==> src/rtl/draw_mask_regs.vh <==
// register map and field constants for the drawing mask / dma base bank
// assumes word-aligned axi4-lite byte addresses, 32-bit data
`ifndef DRAW_MASK_REGS_VH
`define DRAW_MASK_REGS_VH

`define ADDR_DMA_BASE 8'h00
`define ADDR_MASK_WORD 8'h04
`define ADDR_DEPTH_BASE 8'h08
`define ADDR_MODE 8'h0C
`define ADDR_STATUS 8'h10
`define ADDR_SETUP_0 8'h20
`define ADDR_CBUF_PORT 8'h40
`define ADDR_WIDTH 8
`define SETUP_SEL_HI 4
`define SETUP_SEL_LO 2
`define SETUP_BLOCK 3'h1
`define CBUF_BLOCK 3'h2
`define DMA_BASE_RST 32'h00000000
`define MASK_WORD_RST 32'hFFFFFFFF
`define LINE_MASK_BITS 16
`define DWORD_ALIGN_MASK 32'hFFFFFFFC
`define RESP_OKAY 2'h0
`define RESP_SLVERR 2'h2
// drawing modes (mode register bits 3:0)
`define MODE_BITS 4
`define MODE_SIMPLE 4'h0
`define MODE_LINE_OPAQUE 4'h1
`define MODE_LINE_TRANSP 4'h2
`define MODE_LINE_INTERP 4'h3
`define MODE_FILL_TRANSP 4'h4
`define MODE_FILL_OPAQUE 4'h5
`define MODE_FILL_BLOCK 4'h6
`define MODE_DMA_READ 4'h7
`define MODE_DMA_WRITE 4'h8
`define CBUF_ENTRIES 8
`define CBUF_IDX_BITS 3

`endif

==> src/rtl/draw_mask_dma_base_regs.v <==
// drawing-control register bank: dma base, mode mask word, line setup
// assumes an axi4-lite master, one clock, engine signals from the core
//
// Overview of operation
// dma base holds a 32-bit physical byte address, low two bits zero
// in dma copy modes a frame write starts transfer at dma base
// software loads only physical pci addresses; no translation here
// dma base and depth base share one storage word
// dma base clears to zero on reset
// line modes use mask bits 15:0; upper bits read zero, ignore writes; the bank stores written upper bits in any mode
// opaque line: set bits foreground, clear bits background
// slope-register line start takes its segment mask from the mask word
// frame write or continue write in line mode takes mask from data
// interpolated lines write set-bit pixels, skip clear-bit pixels
// software loads the mask word before writing a slope register
// fill modes tile the 32-bit mask per aligned 32-pixel span
// transparent fill: set bits foreground, clear bits unchanged
// opaque fill: set bits foreground, clear bits background
// block fill: set bits block colour, clear bits unwritten
// software loads the mask word before the frame write in fills
// dma write copy ands the mask with every outgoing dword
// status write completes only when idle; mask written when idle; the bank accepts mask word writes while the engine is busy
// mask word resets to all ones
// setup write loads dy/dx into stepping engine, no drawing
// software writes line width before any setup register
// setup reads return halves of copy buffer entries 4 to 7
// copy buffer is eight 64-bit entries numbered 0 to 7
`include "draw_mask_regs.vh"

module draw_mask_dma_base_regs
#(
    parameter MODE_RST = 4'h0
)
(
    input wire clk,
    input wire rst_b,
    input wire [7:0] s_axi_awaddr,
    input wire s_axi_awvalid,
    output wire s_axi_awready,
    input wire [31:0] s_axi_wdata,
    input wire [3:0] s_axi_wstrb,
    input wire s_axi_wvalid,
    output wire s_axi_wready,
    output reg [1:0] s_axi_bresp,
    output reg s_axi_bvalid,
    input wire s_axi_bready,
    input wire [7:0] s_axi_araddr,
    input wire s_axi_arvalid,
    output wire s_axi_arready,
    output reg [31:0] s_axi_rdata,
    output reg [1:0] s_axi_rresp,
    output reg s_axi_rvalid,
    input wire s_axi_rready,
    input wire engine_busy,
    input wire fb_write,
    input wire [31:0] fb_wdata,
    input wire continue_write,
    input wire slope_write,
    input wire [31:0] slope_wdata,
    input wire [31:0] dma_wr_data,
    output reg dma_start,
    output reg dma_is_write,
    output reg [31:0] dma_addr,
    output reg [31:0] dma_wr_masked,
    output reg line_go,
    output reg [15:0] line_mask,
    output reg [31:0] line_slope,
    output reg setup_load,
    output reg [15:0] setup_dy,
    output reg [15:0] setup_dx,
    output reg fill_go,
    output reg [31:0] fill_mask,
    output reg [1:0] line_pix_policy,
    output reg [1:0] fill_pix_policy
);

    // pixel policies: what set and clear mask bits do to a pixel
    localparam [1:0] POL_FG_SKIP = 2'h0;
    localparam [1:0] POL_FG_BG = 2'h1;
    localparam [1:0] POL_COL_SKIP = 2'h2;
    localparam [1:0] POL_BLK_SKIP = 2'h3;

    // write channel states, one-hot
    localparam [2:0] WS_IDLE = 3'b001;
    localparam [2:0] WS_HOLD = 3'b010;
    localparam [2:0] WS_RESP = 3'b100;

    reg [31:0] dma_bitmap_base;
    reg [31:0] pixel_mask_word;
    reg [`MODE_BITS-1:0] draw_mode;
    reg [63:0] cbuf [0:`CBUF_ENTRIES-1];
    reg [31:0] cbuf_lo_pend;
    reg [`CBUF_IDX_BITS-1:0] cbuf_wr_idx;
    reg [2:0] wstate;
    reg [2:0] next_wstate;
    reg aw_held;
    reg w_held;
    reg [7:0] aw_addr;
    reg [31:0] w_data;
    reg [3:0] w_strb;
    integer i;

    function is_line;
        input [`MODE_BITS-1:0] m;
        begin
            is_line = (m == `MODE_LINE_OPAQUE) || (m == `MODE_LINE_TRANSP)
                || (m == `MODE_LINE_INTERP);
        end
    endfunction

    function is_fill;
        input [`MODE_BITS-1:0] m;
        begin
            is_fill = (m == `MODE_FILL_TRANSP) || (m == `MODE_FILL_OPAQUE)
                || (m == `MODE_FILL_BLOCK);
        end
    endfunction

    // byte-lane merge used by the dma base and mask word writes
    function [31:0] merge;
        input [31:0] old;
        input [31:0] d;
        input [3:0] s;
        integer b;
        begin
            merge = old;
            for (b = 0; b < 4; b = b + 1)
                if (s[b])
                    merge[b*8 +: 8] = d[b*8 +: 8];
        end
    endfunction

    wire [2:0] aw_block = aw_addr[7:5];
    wire is_status_wr = (aw_addr == `ADDR_STATUS);
    // a status write stalls until the engine is idle, giving an interlock
    wire wr_may_go = aw_held && w_held && !(is_status_wr && engine_busy);
    wire [31:0] merged_base = merge(dma_bitmap_base, w_data, w_strb);

    // addresses and data accepted in any order, then held until done
    assign s_axi_awready = (wstate != WS_RESP) && !aw_held;
    assign s_axi_wready = (wstate != WS_RESP) && !w_held;

    always @*
    begin
        next_wstate = wstate;
        case (wstate)
            WS_IDLE, WS_HOLD:
                if (wr_may_go)
                    next_wstate = WS_RESP;
                else if (aw_held || w_held)
                    next_wstate = WS_HOLD;
            WS_RESP:
                if (s_axi_bready)
                    next_wstate = WS_IDLE;
            default:
                next_wstate = WS_IDLE;
        endcase
    end

    // write side: capture channels, commit registers, answer
    always @(posedge clk or negedge rst_b)
    begin
        if (!rst_b)
        begin
            wstate <= WS_IDLE;
            aw_held <= 1'b0;
            w_held <= 1'b0;
            aw_addr <= 8'h00;
            w_data <= 32'h00000000;
            w_strb <= 4'h0;
            s_axi_bvalid <= 1'b0;
            s_axi_bresp <= `RESP_OKAY;
            dma_bitmap_base <= `DMA_BASE_RST;
            pixel_mask_word <= `MASK_WORD_RST;
            draw_mode <= MODE_RST;
            cbuf_lo_pend <= 32'h00000000;
            cbuf_wr_idx <= {`CBUF_IDX_BITS{1'b0}};
            setup_load <= 1'b0;
            setup_dy <= 16'h0000;
            setup_dx <= 16'h0000;
            for (i = 0; i < `CBUF_ENTRIES; i = i + 1)
                cbuf[i] <= 64'h0000000000000000;
        end
        else
        begin
            wstate <= next_wstate;
            setup_load <= 1'b0;
            if (s_axi_awvalid && s_axi_awready)
            begin
                aw_held <= 1'b1;
                aw_addr <= s_axi_awaddr;
            end
            if (s_axi_wvalid && s_axi_wready)
            begin
                w_held <= 1'b1;
                w_data <= s_axi_wdata;
                w_strb <= s_axi_wstrb;
            end
            if (s_axi_bvalid && s_axi_bready)
                s_axi_bvalid <= 1'b0;
            if (wr_may_go && wstate != WS_RESP)
            begin
                aw_held <= 1'b0;
                w_held <= 1'b0;
                s_axi_bvalid <= 1'b1;
                s_axi_bresp <= `RESP_OKAY;
                if (aw_addr == `ADDR_DMA_BASE || aw_addr == `ADDR_DEPTH_BASE)
                    // one word behind both names; low bits forced aligned
                    dma_bitmap_base <= merged_base & `DWORD_ALIGN_MASK;
                else if (aw_addr == `ADDR_MASK_WORD)
                    pixel_mask_word <= merge(pixel_mask_word, w_data, w_strb);
                else if (aw_addr == `ADDR_MODE)
                    draw_mode <= w_data[`MODE_BITS-1:0];
                else if (is_status_wr)
                    s_axi_bresp <= `RESP_OKAY; // status write is the sync point
                else if (aw_block == `SETUP_BLOCK)
                begin
                    // preset the stepping engine only; nothing is drawn
                    setup_load <= 1'b1;
                    setup_dy <= w_data[31:16];
                    setup_dx <= w_data[15:0];
                end
                else if (aw_block == `CBUF_BLOCK && aw_addr[4:2] < 3'h2)
                begin
                    // even port stages low dword, odd port fills the entry
                    if (!aw_addr[2])
                        cbuf_lo_pend <= w_data;
                    else
                    begin
                        cbuf[cbuf_wr_idx] <= {w_data, cbuf_lo_pend};
                        cbuf_wr_idx <= cbuf_wr_idx + 1'b1;
                    end
                end
                else
                    s_axi_bresp <= `RESP_SLVERR;
            end
        end
    end

    // read side: one read outstanding, answer the cycle after address
    assign s_axi_arready = !s_axi_rvalid;
    wire [2:0] ar_block = s_axi_araddr[7:5];
    wire [2:0] ar_sel = s_axi_araddr[`SETUP_SEL_HI:`SETUP_SEL_LO];
    // setup index 0 is entry 7 high; reading has no side effect on the buffer
    wire [`CBUF_IDX_BITS-1:0] rd_entry = 3'h7 - {1'b0, ar_sel[2:1]};
    wire [63:0] rd_quad = cbuf[rd_entry];

    always @(posedge clk or negedge rst_b)
    begin
        if (!rst_b)
        begin
            s_axi_rvalid <= 1'b0;
            s_axi_rdata <= 32'h00000000;
            s_axi_rresp <= `RESP_OKAY;
        end
        else if (s_axi_arvalid && s_axi_arready)
        begin
            s_axi_rvalid <= 1'b1;
            s_axi_rresp <= `RESP_OKAY;
            if (s_axi_araddr == `ADDR_DMA_BASE
                || s_axi_araddr == `ADDR_DEPTH_BASE)
                s_axi_rdata <= dma_bitmap_base;
            else if (s_axi_araddr == `ADDR_MASK_WORD)
                // line modes expose only the 16-bit line mask
                s_axi_rdata <= is_line(draw_mode)
                    ? {16'h0000, pixel_mask_word[15:0]}
                    : pixel_mask_word;
            else if (s_axi_araddr == `ADDR_MODE)
                s_axi_rdata <= {28'h0000000, draw_mode};
            else if (s_axi_araddr == `ADDR_STATUS)
                s_axi_rdata <= {31'h00000000, engine_busy};
            else if (ar_block == `SETUP_BLOCK)
                s_axi_rdata <= ar_sel[0] ? rd_quad[31:0]
                    : rd_quad[63:32];
            else
            begin
                s_axi_rdata <= 32'h00000000;
                s_axi_rresp <= `RESP_SLVERR;
            end
        end
        else if (s_axi_rready)
            s_axi_rvalid <= 1'b0;
    end

    // engine-facing launches and masks, registered
    always @(posedge clk or negedge rst_b)
    begin
        if (!rst_b)
        begin
            dma_start <= 1'b0;
            dma_is_write <= 1'b0;
            dma_addr <= 32'h00000000;
            dma_wr_masked <= 32'h00000000;
            line_go <= 1'b0;
            line_mask <= 16'h0000;
            line_slope <= 32'h00000000;
            fill_go <= 1'b0;
            fill_mask <= `MASK_WORD_RST;
            line_pix_policy <= POL_FG_SKIP;
            fill_pix_policy <= POL_FG_SKIP;
        end
        else
        begin
            // a frame write in a dma mode launches at the base address
            dma_start <= fb_write && (draw_mode == `MODE_DMA_READ
                || draw_mode == `MODE_DMA_WRITE);
            dma_is_write <= (draw_mode == `MODE_DMA_WRITE);
            dma_addr <= dma_bitmap_base;
            dma_wr_masked <= dma_wr_data & pixel_mask_word;
            line_go <= is_line(draw_mode)
                && (slope_write || fb_write || continue_write);
            if (slope_write)
            begin
                line_slope <= slope_wdata;
                line_mask <= pixel_mask_word[`LINE_MASK_BITS-1:0];
            end
            else if (continue_write || (fb_write && is_line(draw_mode)))
                line_mask <= fb_wdata[`LINE_MASK_BITS-1:0];
            fill_go <= fb_write && is_fill(draw_mode);
            fill_mask <= pixel_mask_word;
            case (draw_mode)
                `MODE_LINE_OPAQUE: line_pix_policy <= POL_FG_BG;
                `MODE_LINE_INTERP: line_pix_policy <= POL_COL_SKIP;
                default: line_pix_policy <= POL_FG_SKIP;
            endcase
            case (draw_mode)
                `MODE_FILL_OPAQUE: fill_pix_policy <= POL_FG_BG;
                `MODE_FILL_BLOCK: fill_pix_policy <= POL_BLK_SKIP;
                default: fill_pix_policy <= POL_FG_SKIP;
            endcase
        end
    end

endmodule // draw_mask_dma_base_regs

==> config.mk <==
export PLATFORM = sky130hd
export DESIGN_NAME = draw_mask_dma_base_regs
export DESIGN_NICKNAME = d
export VERILOG_FILES = /design/src/rtl/draw_mask_dma_base_regs.v
export VERILOG_INCLUDE_DIRS = /design/src /design/src/rtl
export SDC_FILE = /design/constraint.sdc
export NUM_CORES = 1
export LEC_CHECK = 0
export ABC_AREA = 1
export ABC_CLOCK_PERIOD_IN_PS = 2290
export BUFFER_PORTS_ARGS = -buffer_cell sky130_fd_sc_hd__buf_4
export CAP_MARGIN = 20
export CORE_MARGIN = 4
export CORE_UTILIZATION = 57
export DETAILED_ROUTE_END_ITERATION = 10
export GPL_TIMING_DRIVEN = 0
export HOLD_SLACK_MARGIN = 0.05
export PLACE_DENSITY = 0.77
export SKIP_LAST_GASP = 1
export SLEW_MARGIN = 20
export SYNTH_ARGS = -nofsm -noshare
export SYNTH_HDL_FRONTEND = slang
export SYNTH_SLANG_ARGS = --single-unit
==> constraint.sdc <==
create_clock -name clk -period 2.29 [get_ports clk]
set_input_delay 0.1145 -clock clk [delete_from_list [all_inputs] [get_ports clk]]
set_output_delay 0.1145 -clock clk [all_outputs]
set_load 0.005 [all_outputs]
==> results.txt <==
In this run the most used layer during global routing was met2. The worst relative slew slack is 47.2%. The die covers 0.0499 mm2. The storage element area is 0.0157 mm2. The area occupied by multi-input gates is 0.00930 mm2.

The number of max-cap violations came out at 0. The power density over the cells came out at 1020 mW/mm2. The met2 capacity usage during global routing is 59.0%. The die boundary height came out at 223 um. The die extent in x is 223 um.

The CTS tree is built. The cell class contributing the biggest share of worst-path delay is simple AND/OR/NAND/NOR gates. 385 I/O pins were placed.

The average detailed-routed wire length per instance came out at 22.0 um. Traced cell by cell, the critical path runs through dlygate4sd3_1 -> buf_4 -> nor2_1 -> nand3_1 -> nor3_1 -> buf_2 -> nand2_1 -> nand3_1 -> nand2_1 -> nand2_1. The endpoint class of the critical path is a register. The global placement routability congestion is 0.965. The count of final hold-check violations came out at 0. The H-tree generated during clock tree synthesis spans 3 levels.

The startpoint kind of the worst setup timing path is a primary input. Yosys printed 0 warnings. Data on the critical path is required at its endpoint by 2830 ps. TritonCTS created 67 clock buffers. The buffers plus inverters on the worst setup path came out at 3. The combined global-route utilization of all metal layers is 37.2%.

The signed area change from the synthesized netlist to the final layout is 27.8%. Among all stages on the critical path, the largest delay is contributed by nor3_1. The synthesized-area fraction occupied by ao, oa, aoi and oai cells is 4.57%. CTS saw 625 sinks.

The synthesized instance count is 3031. In this run the standard cell core region covers 0.0456 mm2. The pin count of the biggest net entering global routing came out at 104. The clock latency reported for the late side of the worst-skew pair came out at 610 ps. After Yosys synthesis, and, or, nand and nor cells account for 28.9% of the synthesized area. The worst path setup slack after routing is 69.4 ps.

The mapped netlist covers 0.0264 mm2. In this design, the stage delay of the slowest critical-path cell is 590 ps. Using the TritonRoute via totals, the vias-per-cell ratio works out to 5.86. The maximum clock skew at final layout came out at 16.5 ps.

The share of cell area taken by muxes after synthesis is 1.51%. The analysis attributes to cell leakage a power of 17.5 nW. The total number of vias is 25000. The number of library cell types mapped by synthesis is 36.

The routed wire length is 94100 um. The path category of the worst min-delay check is in2reg. The number of design-rule violations left by the first detailed-router iteration came out at 3117.

The overall power after layout came out at 34.4 mW. After synthesis, the largest family of logic cells by area is simple AND/OR/NAND/NOR gates. The post-route fraction of the period consumed by the critical path is 97.0%. The number of max-slew violations in the final report came out at 0. The maximum VDD drop is 794 uV. The maximum fanout count along the critical path is 10. The share of the yosys chip area belonging to registers came out at 59.5%. The proportion of layout cells with a drive suffix above 1 came out at 19.3%.

The detailed-router iteration count before antenna repair came out at 7. The post-place instance area came out at 0.0301 mm2. The count of nets left with antenna violations once routing finished came out at 0. The routing usage on met3 is 7.84%. The final standard cell area without fillers came out at 0.0338 mm2. After synthesis, the cell types taking the most area are dfrtp_1, nand2_1, nand3_1, dfstp_2, o21ai_0. The buffer levels on the longest clock path came out at 3. The first-pass GRT wire length came out at 143000 um.

The number of fillers in the final layout came out at 3141. The run finished with clean final reports. The placed wire-length estimate came out at 64300 um. For the pin with the worst max-slew slack, the measured transition is 792 ps. The adder-cell share of the synthesized area is 0.0473%. The via count of the first global-routing pass is 25200. The most frequent cell on the critical path is nand2_1. For this run, the top clock speed supported by timing is 450 MHz. The average size of a mapped cell came out at 8.72 um2. The initial antenna violation count was 3.

dfrtp_1 takes more of the synthesized area than any other cell. Port buffering added 361 buffers. The final setup violation count is 0. The clock transition time at the flip-flop clock pins of the worst setup and hold paths is 60 ps. The area share of the largest cell type after synthesis is 53.0%. The tree is rooted in a clkbuf_16. The data arrival time at the worst-slack endpoint came out at 2760 ps. The post-route DRC violation count is 0.

The number of nets in the finished design is 3777. The met1 global-route usage is 46.4%. The worst reg-to-reg setup slack is 80 ps. Once the floorplan was initialized, standard cells occupied 58.0% of the core. The remaining global-route overflow came out at 0.

The area share of xor/xnor cells in the synthesized design came out at 0.0331%. The worst setup path is of the in2reg kind. The post-synthesis sequential element count came out at 625. The site row count came out at 78. The worst path needs 2220 ps of the cycle, external delays included. At the placement stage, the worst setup path has a slack of -86.0 ps.
-- state kept, by name (all words and copies together), names as in the netlist, 30 cells and up --
name	count
cbuf	256
cbuf_lo_pend	32
dma_addr	30
dma_bitmap_base	30
dma_wr_masked	32
fill_mask	32
line_slope	32
pixel_mask_word	32
s_axi_rdata	32
w_data	32
-- Yosys cell counts (all sizes together) --
cell type,instances
mux2,32
a21oi,29
buf,126
or2,1
inv,119
nor2,66
clkinv,1
nand4,4
nand2,1239
nor2b,1
nor3,10
conb,1
nand3,505
ha,1
dfrtp,560
nor3b,1
o21ai,166
o21a,30
dfstp,65
mux2i,4
xor2,1
clkbuf,68
a31oi,1
-- final cells by class --
class                      instances  area share (%)
sequential                       625            46.5
inverter                         120            1.34
buffer                           194            2.99
antenna                            3          0.0222
clock buffer                     102            5.89
multi-input combinational       2095            27.5
tap                              600            2.22
clock inverter                    17           0.507
timing repair buffer             514            13.0
-- layout by cell type (no fill, tap or decap), drive strengths merged, types with 29 or more instances in the layout --
cell type and n:
buf 498, inv 121, o21ai 166, a21oi 29
nand3 505, dlygate4sd3 142, dfstp 65, mux2 32
nand2 1239, o21a 30, clkbuf 170, dfrtp 560
nor2 66
-- timing repair --
action                     CTS  global route
gates resized for setup      3            15
hold endpoints to repair   329             0
hold buffers               143             0
buffers inserted             0             3
cloned                       0             0
setup endpoints to repair   11           141
pin swaps                    0             2
-- layer usage --
layer	wire [um]	share of wire, %	vias up
li1	-	-	10900
met1	34100	36	12200
met2	44000	47	1573
met3	8610	9.1	420
met4	7340	7.8	0
met5	0	0	-
-- cell families after synthesis --
logic type	Yosys count
flops	625
mux	36
other cells	1
xor+xnor	1
buf+inv	314
compound gates	226
fa+ha+maj	1
simple gates	1827
-- per-stage QoR --
stage | hold slack [ps] | cells | util [%] | setup TNS, ps
global placement | 302 | 3995 | 65.6 | -3190770
finish | 65.8 | 4270 | 74.1 | 0
CTS | 58.9 | 4264 | 74.0 | 0
detailed placement | 14.8 | 4002 | 66.1 | -307
floorplan | -181 | 3034 | - | 0
global route | 98.2 | 4270 | 74.1 | -27.7
-- report_power, final --
group / total, mW / leakage [nW] / switching, mW / internal [mW]
Clock: 10.9 / 1.07 / 4.52 / 6.34
Sequential: 15.8 / 8.13 / 2.25 / 13.5
Combinational: 7.76 / 8.28 / 4.78 / 2.97
-- tightest hold or removal path, stage by stage --
cell and delay, ps:
buf_4 110, nand2_1 100, inv_1 70, nand2_1 100, a21oi_1 50, nand2_1 50, nand2_1 40
-- worst paths after layout --
| path | start | endpoint | depth (start not counted) |
|---|---|---|---|
| worst max-delay path | s_axi_araddr[6] | s_axi_rdata[28] | 10 |
| worst min-delay path | s_axi_arvalid | s_axi_rdata[2] | 7 |
| worst max register to register | aw_addr[2] | setup_dx[1] | 11 |
| worst min register to register | pixel_mask_word[2] | fill_mask[2] | 0 |
| max in group asynchronous | rst_b | fill_mask[27] | 5 |
| min in group asynchronous | rst_b | cbuf[7] | 3 |
(Power assumes the default switching activity.)
